### config.mk
export PLATFORM = sky130hd
export DESIGN_NAME = ctfh_frame_handler
export DESIGN_NICKNAME = d
export VERILOG_FILES = /design/src/pkg/ctfh_pkg.sv /design/src/design/ctfh_frame_handler.sv
export SDC_FILE = /design/constraint.sdc
export NUM_CORES = 1
export LEC_CHECK = 0
export BUFFER_PORTS_ARGS = -buffer_cell sky130_fd_sc_hd__clkbuf_2
export CORE_MARGIN = 2
export CORE_UTILIZATION = 66
export DETAILED_ROUTE_END_ITERATION = 12
export GPL_ROUTABILITY_DRIVEN = 0
export PLACE_DENSITY = 0.94
export SLEW_MARGIN = 40
export SYNTH_ARGS = -nofsm -noshare
export SYNTH_HDL_FRONTEND = slang
export SYNTH_SLANG_ARGS = --single-unit
### constraint.sdc
create_clock -name core_clk -period 19.5 [get_ports core_clk]
set_input_delay 3.9 -clock core_clk [delete_from_list [all_inputs] [get_ports core_clk]]
set_output_delay 3.9 -clock core_clk [all_outputs]
set_load 0.01 [all_outputs]
### src/pkg/ctfh_pkg.sv
// constants for the contactless tag frame handler
package ctfh_pkg;
    // frame framing
    localparam logic [7:0]  PREAMBLE_BYTE    = 8'h00;
    localparam int          PREAMBLE_LEN     = 6;
    localparam logic [7:0]  SYNC_HI          = 8'hB2;
    localparam logic [7:0]  SYNC_LO          = 8'h4D;
    // command and response codes
    localparam logic [7:0]  CMD_POLL         = 8'h00;
    localparam logic [7:0]  RSP_POLL         = 8'h01;
    localparam logic [7:0]  CMD_WRITE        = 8'h08;
    localparam logic [7:0]  RSP_WRITE        = 8'h09;
    // information field lengths
    localparam logic [7:0]  LEN_POLL         = 8'h06;
    localparam logic [7:0]  LEN_POLL_RSP     = 8'h12;
    localparam logic [7:0]  LEN_WRITE_ONE    = 8'h20;
    localparam logic [7:0]  LEN_WRITE_RSP    = 8'h0C;
    // field values
    localparam logic [15:0] SELECTOR_ANY     = 16'hFFFF;
    localparam logic [7:0]  REQ_OPT_NONE     = 8'h00;
    localparam logic [7:0]  SLOT_ZERO        = 8'h00;
    localparam logic [15:0] SERVICE_USER     = 16'h0900;
    localparam logic [15:0] BLOCK_USER_ZERO  = 16'h8000;
    localparam logic [7:0]  STATUS_OK        = 8'h00;
    localparam logic [63:0] TIMING_DEFAULT   = 64'hFFFF_0000_00FF_FFFF;
    // arbitrary identifier value, not tied to any part
    localparam logic [63:0] TAG_ID_DEFAULT   = 64'h0123_4567_89AB_CDEF;
    localparam logic [15:0] SELECTOR_DEFAULT = 16'h0001;
    localparam logic [15:0] CRC_INIT         = 16'h0000;
    localparam logic [15:0] CRC_POLY         = 16'h1021;
    localparam int          BLOCK_BYTES      = 16;
    // byte positions inside the information field (after info_length)
    localparam int          POS_CMD          = 1;
    localparam int          POS_ID           = 2;
    localparam int          POS_SVC_CNT      = 10;
    localparam int          POS_SVC          = 11;
endpackage : ctfh_pkg

### src/design/ctfh_frame_handler.sv
// frame parser and reply builder of the contactless tag
//
// What this block does
// (RQ1) frames start with zero preamble then two sync bytes
// (RQ2) byte after sync holds info field length, matching the frame
// (RQ3) frame ends with two-byte crc over the info field only
// (RQ4) polling is code 0x00, six bytes: selector, option, timeslot
// (RQ5) wildcard selector 0xFFFF answers whatever selector is configured
// (RQ6) only timeslot zero; option zero means no extra reply data
// (RQ7) polling reply code 0x01, length 0x12, identifier then timing
// (RQ8) timing descriptor default 0xFFFF000000FFFFFF
// (RQ9) non-polling frames carry eight-byte identifier after the code
// (RQ10) code 0x08 is block write; one block gives length 0x20
// (RQ11) reader sends service count then two-byte service ids, 0x0900 user
// (RQ12) reader sends block count then two-byte block list entries
// (RQ13) block list entry 0x8000 selects user block zero
// (RQ14) write reply code 0x09, length 0x0C, identifier, two zero statuses
// (RQ15) bit rates 212 and 424 kbps are left to the rf front end; no anti-collision
// (RQ16) write data follows block list, sixteen bytes per block
// (RQ17) bad crc or length frames are dropped silently
`timescale 1ns/100ps
module ctfh_frame_handler (
    input  wire logic        core_clk,
    input  wire logic        rst,
    input  wire logic [7:0]  rx_byte,
    input  wire logic        rx_valid,
    input  wire logic        rx_frame_end,
    input  wire logic        tx_ready,
    input  wire logic [15:0] configured_system_selector,
    output logic      [7:0]  tx_byte,
    output logic             tx_valid,
    output logic             tx_last,
    output logic             wr_strobe,
    output logic      [3:0]  wr_addr,
    output logic      [7:0]  wr_data,
    output logic             wr_commit,
    output logic             frame_drop
);
    // ****************************************
    // receive framing
    // ****************************************
    typedef enum logic [2:0] {RX_HUNT, RX_SYNC2, RX_LEN, RX_INFO, RX_CRC, RX_DONE} ctfh_rx_e;
    typedef enum logic [1:0] {TX_IDLE, TX_PRE, TX_BODY, TX_CRC} ctfh_tx_e;

    ctfh_rx_e    rx_state_q;
    logic [7:0]  rx_len_q;
    logic [7:0]  rx_cnt_q;
    logic [15:0] rx_crc_q;
    logic [15:0] rx_got_crc_q;
    logic [2:0]  pre_cnt_q;
    logic [7:0]  cmd_q;
    logic [63:0] id_q;
    logic [15:0] sel_q;
    logic [7:0]  opt_q;
    logic [7:0]  slot_q;
    logic [7:0]  svc_cnt_q;
    logic [15:0] svc_q;
    logic [7:0]  blk_cnt_q;
    logic [15:0] blk_q;
    logic        crc_idx_q;
    logic [7:0]  wcnt_q;
    logic [63:0] tag_identifier;
    logic [63:0] response_time_params;

    assign tag_identifier       = ctfh_pkg::TAG_ID_DEFAULT;
    assign response_time_params = ctfh_pkg::TIMING_DEFAULT;

    // crc-16 ccitt step over one byte, msb first
    function automatic logic [15:0] crc_step(input logic [15:0] c, input logic [7:0] b);
        logic [15:0] r;
        r = c ^ {b, 8'h00};
        for (int i = 0; i < 8; i++) begin
            r = r[15] ? ((r << 1) ^ ctfh_pkg::CRC_POLY) : (r << 1);
        end
        return r;
    endfunction : crc_step

    // byte offsets of block count, block entry and data depend on service count
    logic [7:0] pos_blk_cnt;
    logic [7:0] pos_blk;
    logic [7:0] pos_data;
    assign pos_blk_cnt = 8'(ctfh_pkg::POS_SVC) + {svc_cnt_q[6:0], 1'b0};          // RQ11
    assign pos_blk     = pos_blk_cnt + 8'h01;                                       // RQ12
    assign pos_data    = pos_blk + {blk_cnt_q[6:0], 1'b0};                          // RQ16

    always_ff @(posedge core_clk or posedge rst) begin
        if (rst) begin
            rx_state_q <= RX_HUNT;
            pre_cnt_q  <= 3'h0;
            rx_len_q   <= 8'h00;
            rx_cnt_q   <= 8'h00;
            rx_crc_q   <= 16'h0000;
            crc_idx_q  <= 1'b0;
        end else if (rx_frame_end && rx_state_q != RX_DONE) begin
            rx_state_q <= RX_HUNT;
            pre_cnt_q  <= 3'h0;
        end else if (rx_valid) begin
            case (rx_state_q)
                RX_HUNT: begin
                    if (rx_byte == ctfh_pkg::PREAMBLE_BYTE) begin
                        if (pre_cnt_q != 3'h7) pre_cnt_q <= pre_cnt_q + 3'h1;
                    end else if (rx_byte == ctfh_pkg::SYNC_HI &&
                                 pre_cnt_q >= 3'(ctfh_pkg::PREAMBLE_LEN)) begin
                        rx_state_q <= RX_SYNC2;                                     // RQ1
                    end else begin
                        pre_cnt_q <= 3'h0;
                    end
                end
                RX_SYNC2: begin
                    rx_state_q <= (rx_byte == ctfh_pkg::SYNC_LO) ? RX_LEN : RX_HUNT; // RQ1
                    pre_cnt_q  <= 3'h0;
                end
                RX_LEN: begin
                    rx_len_q   <= rx_byte;                                          // RQ2
                    rx_cnt_q   <= 8'h01;
                    rx_crc_q   <= crc_step(ctfh_pkg::CRC_INIT, rx_byte);           // RQ3
                    rx_state_q <= (rx_byte < 8'h02) ? RX_HUNT : RX_INFO;
                end
                RX_INFO: begin
                    rx_crc_q <= crc_step(rx_crc_q, rx_byte);                        // RQ3
                    rx_cnt_q <= rx_cnt_q + 8'h01;
                    if (rx_cnt_q + 8'h01 == rx_len_q) begin
                        rx_state_q <= RX_CRC;
                        crc_idx_q  <= 1'b0;
                    end
                end
                RX_CRC: begin
                    crc_idx_q <= 1'b1;
                    if (crc_idx_q) rx_state_q <= RX_DONE;
                end
                default: rx_state_q <= RX_HUNT;
            endcase
        end else if (rx_state_q == RX_DONE) begin
            rx_state_q <= RX_HUNT;
            pre_cnt_q  <= 3'h0;
        end
    end

    // ****************************************
    // field capture
    // ****************************************
    always_ff @(posedge core_clk or posedge rst) begin
        if (rst) begin
            cmd_q        <= 8'h00;
            id_q         <= 64'h0000_0000_0000_0000;
            sel_q        <= 16'h0000;
            opt_q        <= 8'h00;
            slot_q       <= 8'h00;
            svc_cnt_q    <= 8'h00;
            svc_q        <= 16'h0000;
            blk_cnt_q    <= 8'h00;
            blk_q        <= 16'h0000;
            rx_got_crc_q <= 16'h0000;
        end else if (rx_valid && rx_state_q == RX_INFO) begin
            if (rx_cnt_q == 8'(ctfh_pkg::POS_CMD)) cmd_q <= rx_byte;
            if (cmd_q == ctfh_pkg::CMD_POLL) begin
                case (rx_cnt_q)                                                     // RQ4
                    8'h02:   sel_q  <= {rx_byte, sel_q[7:0]};
                    8'h03:   sel_q  <= {sel_q[15:8], rx_byte};
                    8'h04:   opt_q  <= rx_byte;
                    8'h05:   slot_q <= rx_byte;
                    default: ;
                endcase
            end
            if (rx_cnt_q >= 8'(ctfh_pkg::POS_ID) && rx_cnt_q < 8'(ctfh_pkg::POS_SVC_CNT))
                id_q <= {id_q[55:0], rx_byte};                                      // RQ9
            if (rx_cnt_q == 8'(ctfh_pkg::POS_SVC_CNT)) svc_cnt_q <= rx_byte;        // RQ11
            if (rx_cnt_q == 8'(ctfh_pkg::POS_SVC)) svc_q[15:8] <= rx_byte;
            if (rx_cnt_q == 8'(ctfh_pkg::POS_SVC) + 8'h01) svc_q[7:0] <= rx_byte;
            if (rx_cnt_q > 8'(ctfh_pkg::POS_SVC_CNT) && rx_cnt_q == pos_blk_cnt)
                blk_cnt_q <= rx_byte;                                               // RQ12
            if (rx_cnt_q > pos_blk_cnt && rx_cnt_q == pos_blk) blk_q[15:8] <= rx_byte;
            if (rx_cnt_q > pos_blk_cnt && rx_cnt_q == pos_blk + 8'h01) blk_q[7:0] <= rx_byte;
        end else if (rx_valid && rx_state_q == RX_CRC) begin
            rx_got_crc_q <= crc_idx_q ? {rx_got_crc_q[15:8], rx_byte}
                                      : {rx_byte, rx_got_crc_q[7:0]};
        end
    end

    // ****************************************
    // write data staging
    // ****************************************
    logic is_write;
    logic data_byte;
    assign is_write  = (cmd_q == ctfh_pkg::CMD_WRITE);                              // RQ10
    assign data_byte = rx_valid && rx_state_q == RX_INFO && is_write &&
                       rx_cnt_q > pos_blk && rx_cnt_q >= pos_data &&
                       wcnt_q < 8'(ctfh_pkg::BLOCK_BYTES);

    always_ff @(posedge core_clk or posedge rst) begin
        if (rst) begin
            wr_strobe <= 1'b0;
            wr_addr   <= 4'h0;
            wr_data   <= 8'h00;
            wcnt_q    <= 8'h00;
        end else begin
            wr_strobe <= data_byte;                                                 // RQ16
            if (data_byte) begin
                wr_addr <= wcnt_q[3:0];
                wr_data <= rx_byte;
                wcnt_q  <= wcnt_q + 8'h01;
            end
            if (rx_state_q == RX_LEN) wcnt_q <= 8'h00;
        end
    end

    // ****************************************
    // frame verdict
    // ****************************************
    logic frame_ok;
    logic poll_ok;
    logic write_ok;
    assign frame_ok = (rx_got_crc_q == rx_crc_q);                                   // RQ17
    assign poll_ok  = cmd_q == ctfh_pkg::CMD_POLL && rx_len_q == ctfh_pkg::LEN_POLL &&
                      (sel_q == ctfh_pkg::SELECTOR_ANY ||                           // RQ5
                       sel_q == configured_system_selector) &&
                      slot_q == ctfh_pkg::SLOT_ZERO;                                // RQ6 RQ15
    assign write_ok = is_write && id_q == tag_identifier && svc_cnt_q != 8'h00 &&
                      blk_cnt_q == 8'h01 && blk_q == ctfh_pkg::BLOCK_USER_ZERO &&  // RQ13
                      svc_q == ctfh_pkg::SERVICE_USER &&
                      rx_len_q == pos_data + 8'(ctfh_pkg::BLOCK_BYTES);             // RQ10

    // ****************************************
    // reply builder
    // ****************************************
    ctfh_tx_e    tx_state_q;
    logic [7:0]  tx_idx_q;
    logic [7:0]  tx_len_q;
    logic        tx_poll_q;
    logic [15:0] tx_crc_q;
    logic [7:0]  body_byte;
    logic [63:0] id_sh;
    logic [63:0] tm_sh;

    assign id_sh = tag_identifier << {tx_idx_q[2:0] - 3'h2, 3'h0};
    assign tm_sh = response_time_params << {tx_idx_q[2:0] - 3'h2, 3'h0};

    // info field byte at tx_idx_q; option byte is ignored, no extra data is sent
    always_comb begin
        body_byte = ctfh_pkg::STATUS_OK;                                            // RQ14
        if (tx_idx_q == 8'h00)
            body_byte = tx_len_q;                                                   // RQ2
        else if (tx_idx_q == 8'h01)
            body_byte = tx_poll_q ? ctfh_pkg::RSP_POLL : ctfh_pkg::RSP_WRITE;       // RQ7
        else if (tx_idx_q < 8'h0A)
            body_byte = id_sh[63:56];                                               // RQ9
        else if (tx_poll_q)
            body_byte = tm_sh[63:56];                                               // RQ8
    end

    logic accept_tx;
    assign accept_tx = !tx_valid || tx_ready;

    always_ff @(posedge core_clk or posedge rst) begin
        if (rst) begin
            tx_state_q <= TX_IDLE;
            tx_idx_q   <= 8'h00;
            tx_len_q   <= 8'h00;
            tx_poll_q  <= 1'b0;
            tx_crc_q   <= 16'h0000;
            tx_byte    <= 8'h00;
            tx_valid   <= 1'b0;
            tx_last    <= 1'b0;
            frame_drop <= 1'b0;
            wr_commit  <= 1'b0;
        end else begin
            frame_drop <= 1'b0;
            wr_commit  <= 1'b0;
            if (tx_valid && tx_ready) begin
                tx_valid <= 1'b0;
                tx_last  <= 1'b0;
            end
            case (tx_state_q)
                TX_IDLE: begin
                    if (rx_state_q == RX_DONE) begin
                        if (!frame_ok || !(poll_ok || write_ok)) begin
                            frame_drop <= 1'b1;                                     // RQ17
                        end else begin
                            tx_poll_q  <= poll_ok;
                            tx_len_q   <= poll_ok ? ctfh_pkg::LEN_POLL_RSP
                                                  : ctfh_pkg::LEN_WRITE_RSP;
                            wr_commit  <= write_ok;
                            tx_idx_q   <= 8'h00;
                            tx_state_q <= TX_PRE;
                        end
                    end
                end
                TX_PRE: if (accept_tx) begin                                        // RQ1
                    tx_valid <= 1'b1;
                    tx_idx_q <= tx_idx_q + 8'h01;
                    if (tx_idx_q < 8'(ctfh_pkg::PREAMBLE_LEN)) begin
                        tx_byte <= ctfh_pkg::PREAMBLE_BYTE;
                    end else if (tx_idx_q == 8'(ctfh_pkg::PREAMBLE_LEN)) begin
                        tx_byte <= ctfh_pkg::SYNC_HI;
                    end else begin
                        tx_byte    <= ctfh_pkg::SYNC_LO;
                        tx_idx_q   <= 8'h00;
                        tx_crc_q   <= ctfh_pkg::CRC_INIT;
                        tx_state_q <= TX_BODY;
                    end
                end
                TX_BODY: if (accept_tx) begin
                    tx_valid <= 1'b1;
                    tx_byte  <= body_byte;
                    tx_crc_q <= crc_step(tx_crc_q, body_byte);                      // RQ3
                    tx_idx_q <= tx_idx_q + 8'h01;
                    if (tx_idx_q + 8'h01 == tx_len_q) begin
                        tx_idx_q   <= 8'h00;
                        tx_state_q <= TX_CRC;
                    end
                end
                TX_CRC: if (accept_tx) begin
                    tx_valid <= 1'b1;
                    tx_byte  <= tx_idx_q[0] ? tx_crc_q[7:0] : tx_crc_q[15:8];       // RQ3
                    tx_idx_q <= tx_idx_q + 8'h01;
                    if (tx_idx_q[0]) begin
                        tx_last    <= 1'b1;
                        tx_state_q <= TX_IDLE;
                    end
                end
                default: tx_state_q <= TX_IDLE;
            endcase
        end
    end

    // the bit-rate (RQ15) lives in the rf front end; this block works per byte
endmodule : ctfh_frame_handler

# Word-level counts from Yosys, hierarchy flattened
# Index checks and enable logic that the tools add are counted.
[word_totals]
input_bits = 29
ff_bits = 267
word_cells = 304
[classes]
eq_ne = 53
add_sub_neg = 10
order_cmp = 11
bitwise = 32
n_mux = 97
shift = 2
n_reduce_logical = 66
[op_table]
columns = ["op", "n"]
rows = [
  ["two-way mux 13 bit", 24],
  ["two-way mux 8 bit", 20],
  ["one-hot mux 16 bit (2 select lines)", 3],
  ["NOT 3 bit", 24],
  ["== test 64 x 57 -> 1 bit, second input constant", 1],
  ["two-way mux 16 bit", 4],
  ["left shift 57 x 6 -> 64 bit, first input constant", 1],
  ["left shift 64 x 6 -> 64 bit, first input constant", 1],
  ["== test 8 bit", 6],
  ["adder 8 x 1 -> 8 bit, second input constant", 5],
  ["two-way mux 3 bit", 12],
  ["== test 16 bit", 2],
  ["== test 16 bit, second input constant", 2],
  ["== test 8 x 4 -> 1 bit, second input constant", 4],
  ["logical NOT 8 bit", 4],
  ["one-hot mux 8 bit (4 select lines)", 1],
  ["bitwise XOR 16 bit", 2],
  ["== test 8 x 1 -> 1 bit, second input constant", 3],
  ["== test 8 x 3 -> 1 bit, second input constant", 3],
  ["one-hot mux 8 bit (3 select lines)", 1],
  ["logical AND 1 bit", 22],
  ["two-way mux 2 bit", 11],
  ["!= test 2 bit, second input constant", 10],
  ["AND reduction 4 bit", 5],
  ["other kinds (48)", 100],
]

# Longest topological paths before layout
[depth]
word_depth = 25
ltp_mapped = 21
mapped_depth_nobuf = 19

# Worst setup path before layout
# OpenSTA, ideal clock, no wires.
[synth_timing]
path_type = "input-to-reg"
from = "in rx_valid"
to = "reg rx_state_q[2]"
required_ns = 19.378
stages = 5
setup_time_ns = 0.122
setup_slack_ns = 13.645
path_buffers = 1
t_arrival_ns = 5.734
path_cell_list = "clkbuf_1 > nand2_1 > nor4_1 > o21ai_0 > a32o_1"
[synth_between]
elab_chain_len = 2
[synth_lines]
columns = ["element", "line", "text"]
rows = [
  ["start, declared", "ctfh_frame_handler.sv:26", "input wire logic rx_valid,"],
  ["!= test 4 bit (no line) (tied with other cells)", "-", ""],
  ["AND reduction 5 bit (no line) / two-way mux 3 bit (equally long branches)", "-", ""],
  ["end signal, assigned", "ctfh_frame_handler.sv:110", "rx_state_q <= (rx_byte == ctfh_pkg::SYNC_LO) ? RX_LEN : RX_HUNT;"],
  ["end signal, assigned", "ctfh_frame_handler.sv:117", "rx_state_q <= (rx_byte < 8'h02) ? RX_HUNT : RX_INFO;"],
  ["end, declared", "ctfh_frame_handler.sv:45", "ctfh_rx_e rx_state_q;"],
]
# Several ways; a longest one is shown, not always the timed one.
# A chain may end at the register's enable or synchronous reset.

# Worst setup path after layout
[layout_timing]
from = "in rx_valid"
to = "reg wcnt_q[4]"
[layout_between]
elab_chain_len = 6
[layout_lines]
columns = ["element", "line", "text"]
rows = [
  ["logical AND 1 bit (3 in a row)", "ctfh_frame_handler.sv:186", "assign data_byte = rx_valid && rx_state_q == RX_INFO && is_write &&"],
  ["logical AND 1 bit (2 in a row)", "ctfh_frame_handler.sv:187", "rx_cnt_q > pos_blk && rx_cnt_q >= pos_data &&"],
  ["nonzero test 2 bit (no line)", "-", ""],
  ["end signal, assigned", "ctfh_frame_handler.sv:201", "wcnt_q <= wcnt_q + 8'h01;"],
  ["end, declared", "ctfh_frame_handler.sv:61", "logic [7:0] wcnt_q;"],
]
# Every way passes these cells.

==> results.ini <==
[worst_setup_path]
crit_arrival_ps = 6130
ff2ff_path_depth = 19
required_ps = 19900
worstSetupPathType = input pin to register
cp.depth = 7
cpMaxStageDelayCell = clkinv_1
critPathBufInv = 2
end_kind = register
crit_fanout = 18
worstSetupStartpointType = input pin
crit_family = compound AO/OA/AOI/OAI gates
crit_path_cell_trace = clkbuf_2 > nand2_1 > or4_1 > a221o_1 > clkinv_1 > a41oi_1 > nor2_1
cpPeakStageDelay_ps = 600

[clocking]
clk_path_buf_depth = 3
cts_sinks = 260
clkLatencyLatePin_ps = 540
cts-hold-fix-buffers = 0
ctsResizeCount = 0
htree_levels = 1
postCtsSetupRepairBufs = 0
cts-root-buf = clkbuf_16
cts_tree = done
clk_pin_slew_ps = 70
cts_buffers = 25

[cells_and_area]
final_cells = 1624
diodes = 0
drive_above_1_share = 0.2239
nNetsFinal = 1407
synthToLayoutAreaGrowth_pct = 9.291

[synth]
ys.flop_type = dfrtp_1
async_reset_ff_frac = 1.000
yosys.cell_count.top_type = dfrtp_1
synth.top_cell.area_share = 0.4646
netlist_instances = 1304
syn_nets = 1380
yosysTopAreaCell = dfrtp_1
ys_warn_count = 0
synth.distinct_cells = 74
synth-seq-area-share = 0.4646
avgSynthCellArea_um2 = 10.74
synth-seq-cells = 260
synth_area_mm2 = 0.01400
synthTopCellsByCount = dfrtp_1, mux2_2, nand2_1
yosys-top-cells-area = dfrtp_1, mux2_2, xnor2_1
synth_edf_count = 0

[routing]
drt_iter0_drc = 1047
vias_per_cell = 6.612
ant_nets = 0
detail_route.first_pass.iterations = 6
routed_wl_mm = 34.84
vias = 10740
wl_per_cell_um = 21.45
drc = 0

[grt]
antenna_found_initial = 0
grt_usage = 0.3183
grt_pass1_vias = 10910
overflow = 0
grt_max_degree = 121
grt_pass1_wl_mm = 56.59

[power_and_ir_drop]
p_leak_nw = 7.205
vdd.ir_drop.worst_mv = 0.07522
power_density_mw_per_mm2 = 96.37

[place]
place_inst = 1579
dp_hpwl_mm = 22.43
portBuffers = 53

[floorplan]
initial_core_util = 0.6683
die_y_um = 149.7
coreArea_mm2 = 0.02096
fp-row-count = 53
ios = 54
fp.dieArea_mm2 = 0.02240
die_x_um = 149.7

[run]
drv_cap = 0

[timing]
worst_pin_slew_ps = 942.6
drv_slew = 0
setup_violations = 0
skew_ps = 13.57
rsz0062_at_grt = no
relSlewSlack = 0.3658
fin_setup_tns_ps = 0
fmax_ghz = 0.1744
period_needed_ps = 5733
finalHoldViolations = 0
fin_crit_sh = 0.2940

[min_path]
holdPathStages = 2
hp-class = register to register

[run_status]
status = finished clean

-- metrics by stage --
step / utilization / hold slack, ps / total power, mW / setup slack (ps) / cell area (um2)
final: 0.7304 / 474.3 / 1.475 / 13770 / 15310
after global routing: 0.7304 / 509.1 / 1.541 / 13550 / 15310
after CTS: 0.7299 / 478.2 / 1.475 / 13850 / 15290
after floorplan: - / 454.7 / 0.8857 / 8445 / 14000
after detailed placement: 0.6890 / 462.3 / 0.9691 / 13350 / 14440
after global placement: 0.6878 / 450.7 / 0.9505 / 13230 / 14410
-- cells in the final DEF (no fill, tap or decap), types with 10 or more instances in the layout --
cell type,Yosys,final
o21ai_0,76,75
nand4_1,32,32
xnor2_1,90,90
nor2_1,63,61
a31oi_1,13,13
nand2_1,133,132
a21oi_1,27,27
nor4bb_1,10,10
o21a_1,10,10
xor2_1,41,41
clkbuf_2,1,53
mux2_2,175,175
nand3_1,29,29
nor3_1,17,16
nor4_1,39,39
clkbuf_16,0,25
inv_1,34,33
dfrtp_1,260,260
ha_1,46,46
nor4b_1,10,10
-- sequential cells by signal (all words and copies together) (netlist names), 3 cells and up --
name          flops
wcnt_q            8
tx_byte           8
blk_q            16
wr_data           8
sel_q            16
cmd_q             8
rx_len_q          8
tx_idx_q          8
rx_got_crc_q     16
wr_addr           4
rx_crc_q         16
blk_cnt_q         8
pre_cnt_q         3
svc_q            16
slot_q            8
svc_cnt_q         8
tx_crc_q         16
id_q             64
rx_state_q        3
rx_cnt_q          8
-- per-layer routing --
| metal | vias up | track usage | part of all wire |
|---|---|---|---|
| li1 | 4724 | - | - |
| met1 | 5291 | 0.4066 | 0.39 |
| met2 | 570 | 0.5209 | 0.48 |
| met3 | 153 | 0.06250 | 0.083 |
| met4 | 0 | 0.1604 | 0.050 |
| met5 | - | 0 | 0 |
-- cell type report --
cell class / instances / area [um2]
Tap cell: 275 / 344.1
Sequential cell: 260 / 6506
Multi-Input combinational cell: 950 / 7141
Inverter: 35 / 143.9
Timing Repair Buffer: 59 / 315.3
Fill cell: 1317 / 5649
Clock inverter: 14 / 157.7
Clock buffer: 31 / 698.2
-- where the power goes --
| part | switching [mW] | internal, mW | leakage (nW) | total [mW] |
|---|---|---|---|---|
| Clock | 0.212 | 0.294 | 0.424 | 0.506 |
| Sequential | 0.0446 | 0.575 | 3.57 | 0.619 |
| Combinational | 0.206 | 0.144 | 3.21 | 0.349 |
-- worst paths after layout --
path / from / end / slack, ps
setup / recovery: rx_valid / wcnt_q[4] / 13770
hold / removal: wr_data[3] / wr_data[3] / 470
hold reg to reg: wr_data[3] / wr_data[3] / 470
min in group asynchronous: rst / tx_crc_q[12] / 3350
setup reg to reg: svc_cnt_q[0] / tx_state_q[1] / 13890
max in group asynchronous: rst / tx_len_q[1] / 14850
-- kinds of logic (layout without fill, tap and decap cells) --
kind of cell,count (synthesis),count (layout),share of synthesized area
AND/OR/NAND/NOR,407,407,0.1537
flip-flops,260,260,0.4646
AO/OA/AOI/OAI,182,182,0.08273
multiplexers,182,182,0.1463
XOR/XNOR,132,132,0.08371
buffers and inverters,94,139,0.02644
adder cells (fa/ha/maj),47,47,0.04253
-- worst reg2reg max path, cell delays in order (launching register included) --
cell	delay, ps
dfrtp_1	590
inv_1	120
ha_1	330
inv_1	60
or3_1	380
xor2_1	300
ha_1	320
nor2_1	60
a21oi_1	270
xor2_1	220
ha_1	280
nand2b_1	200
nand4b_1	160
nor4_1	530
o2111ai_1	320
and4bb_2	400
mux2i_2	130
o21ai_4	340
o211ai_4	140
mux2_4	320
No activity file was read; power rests on OpenSTA's default activity.
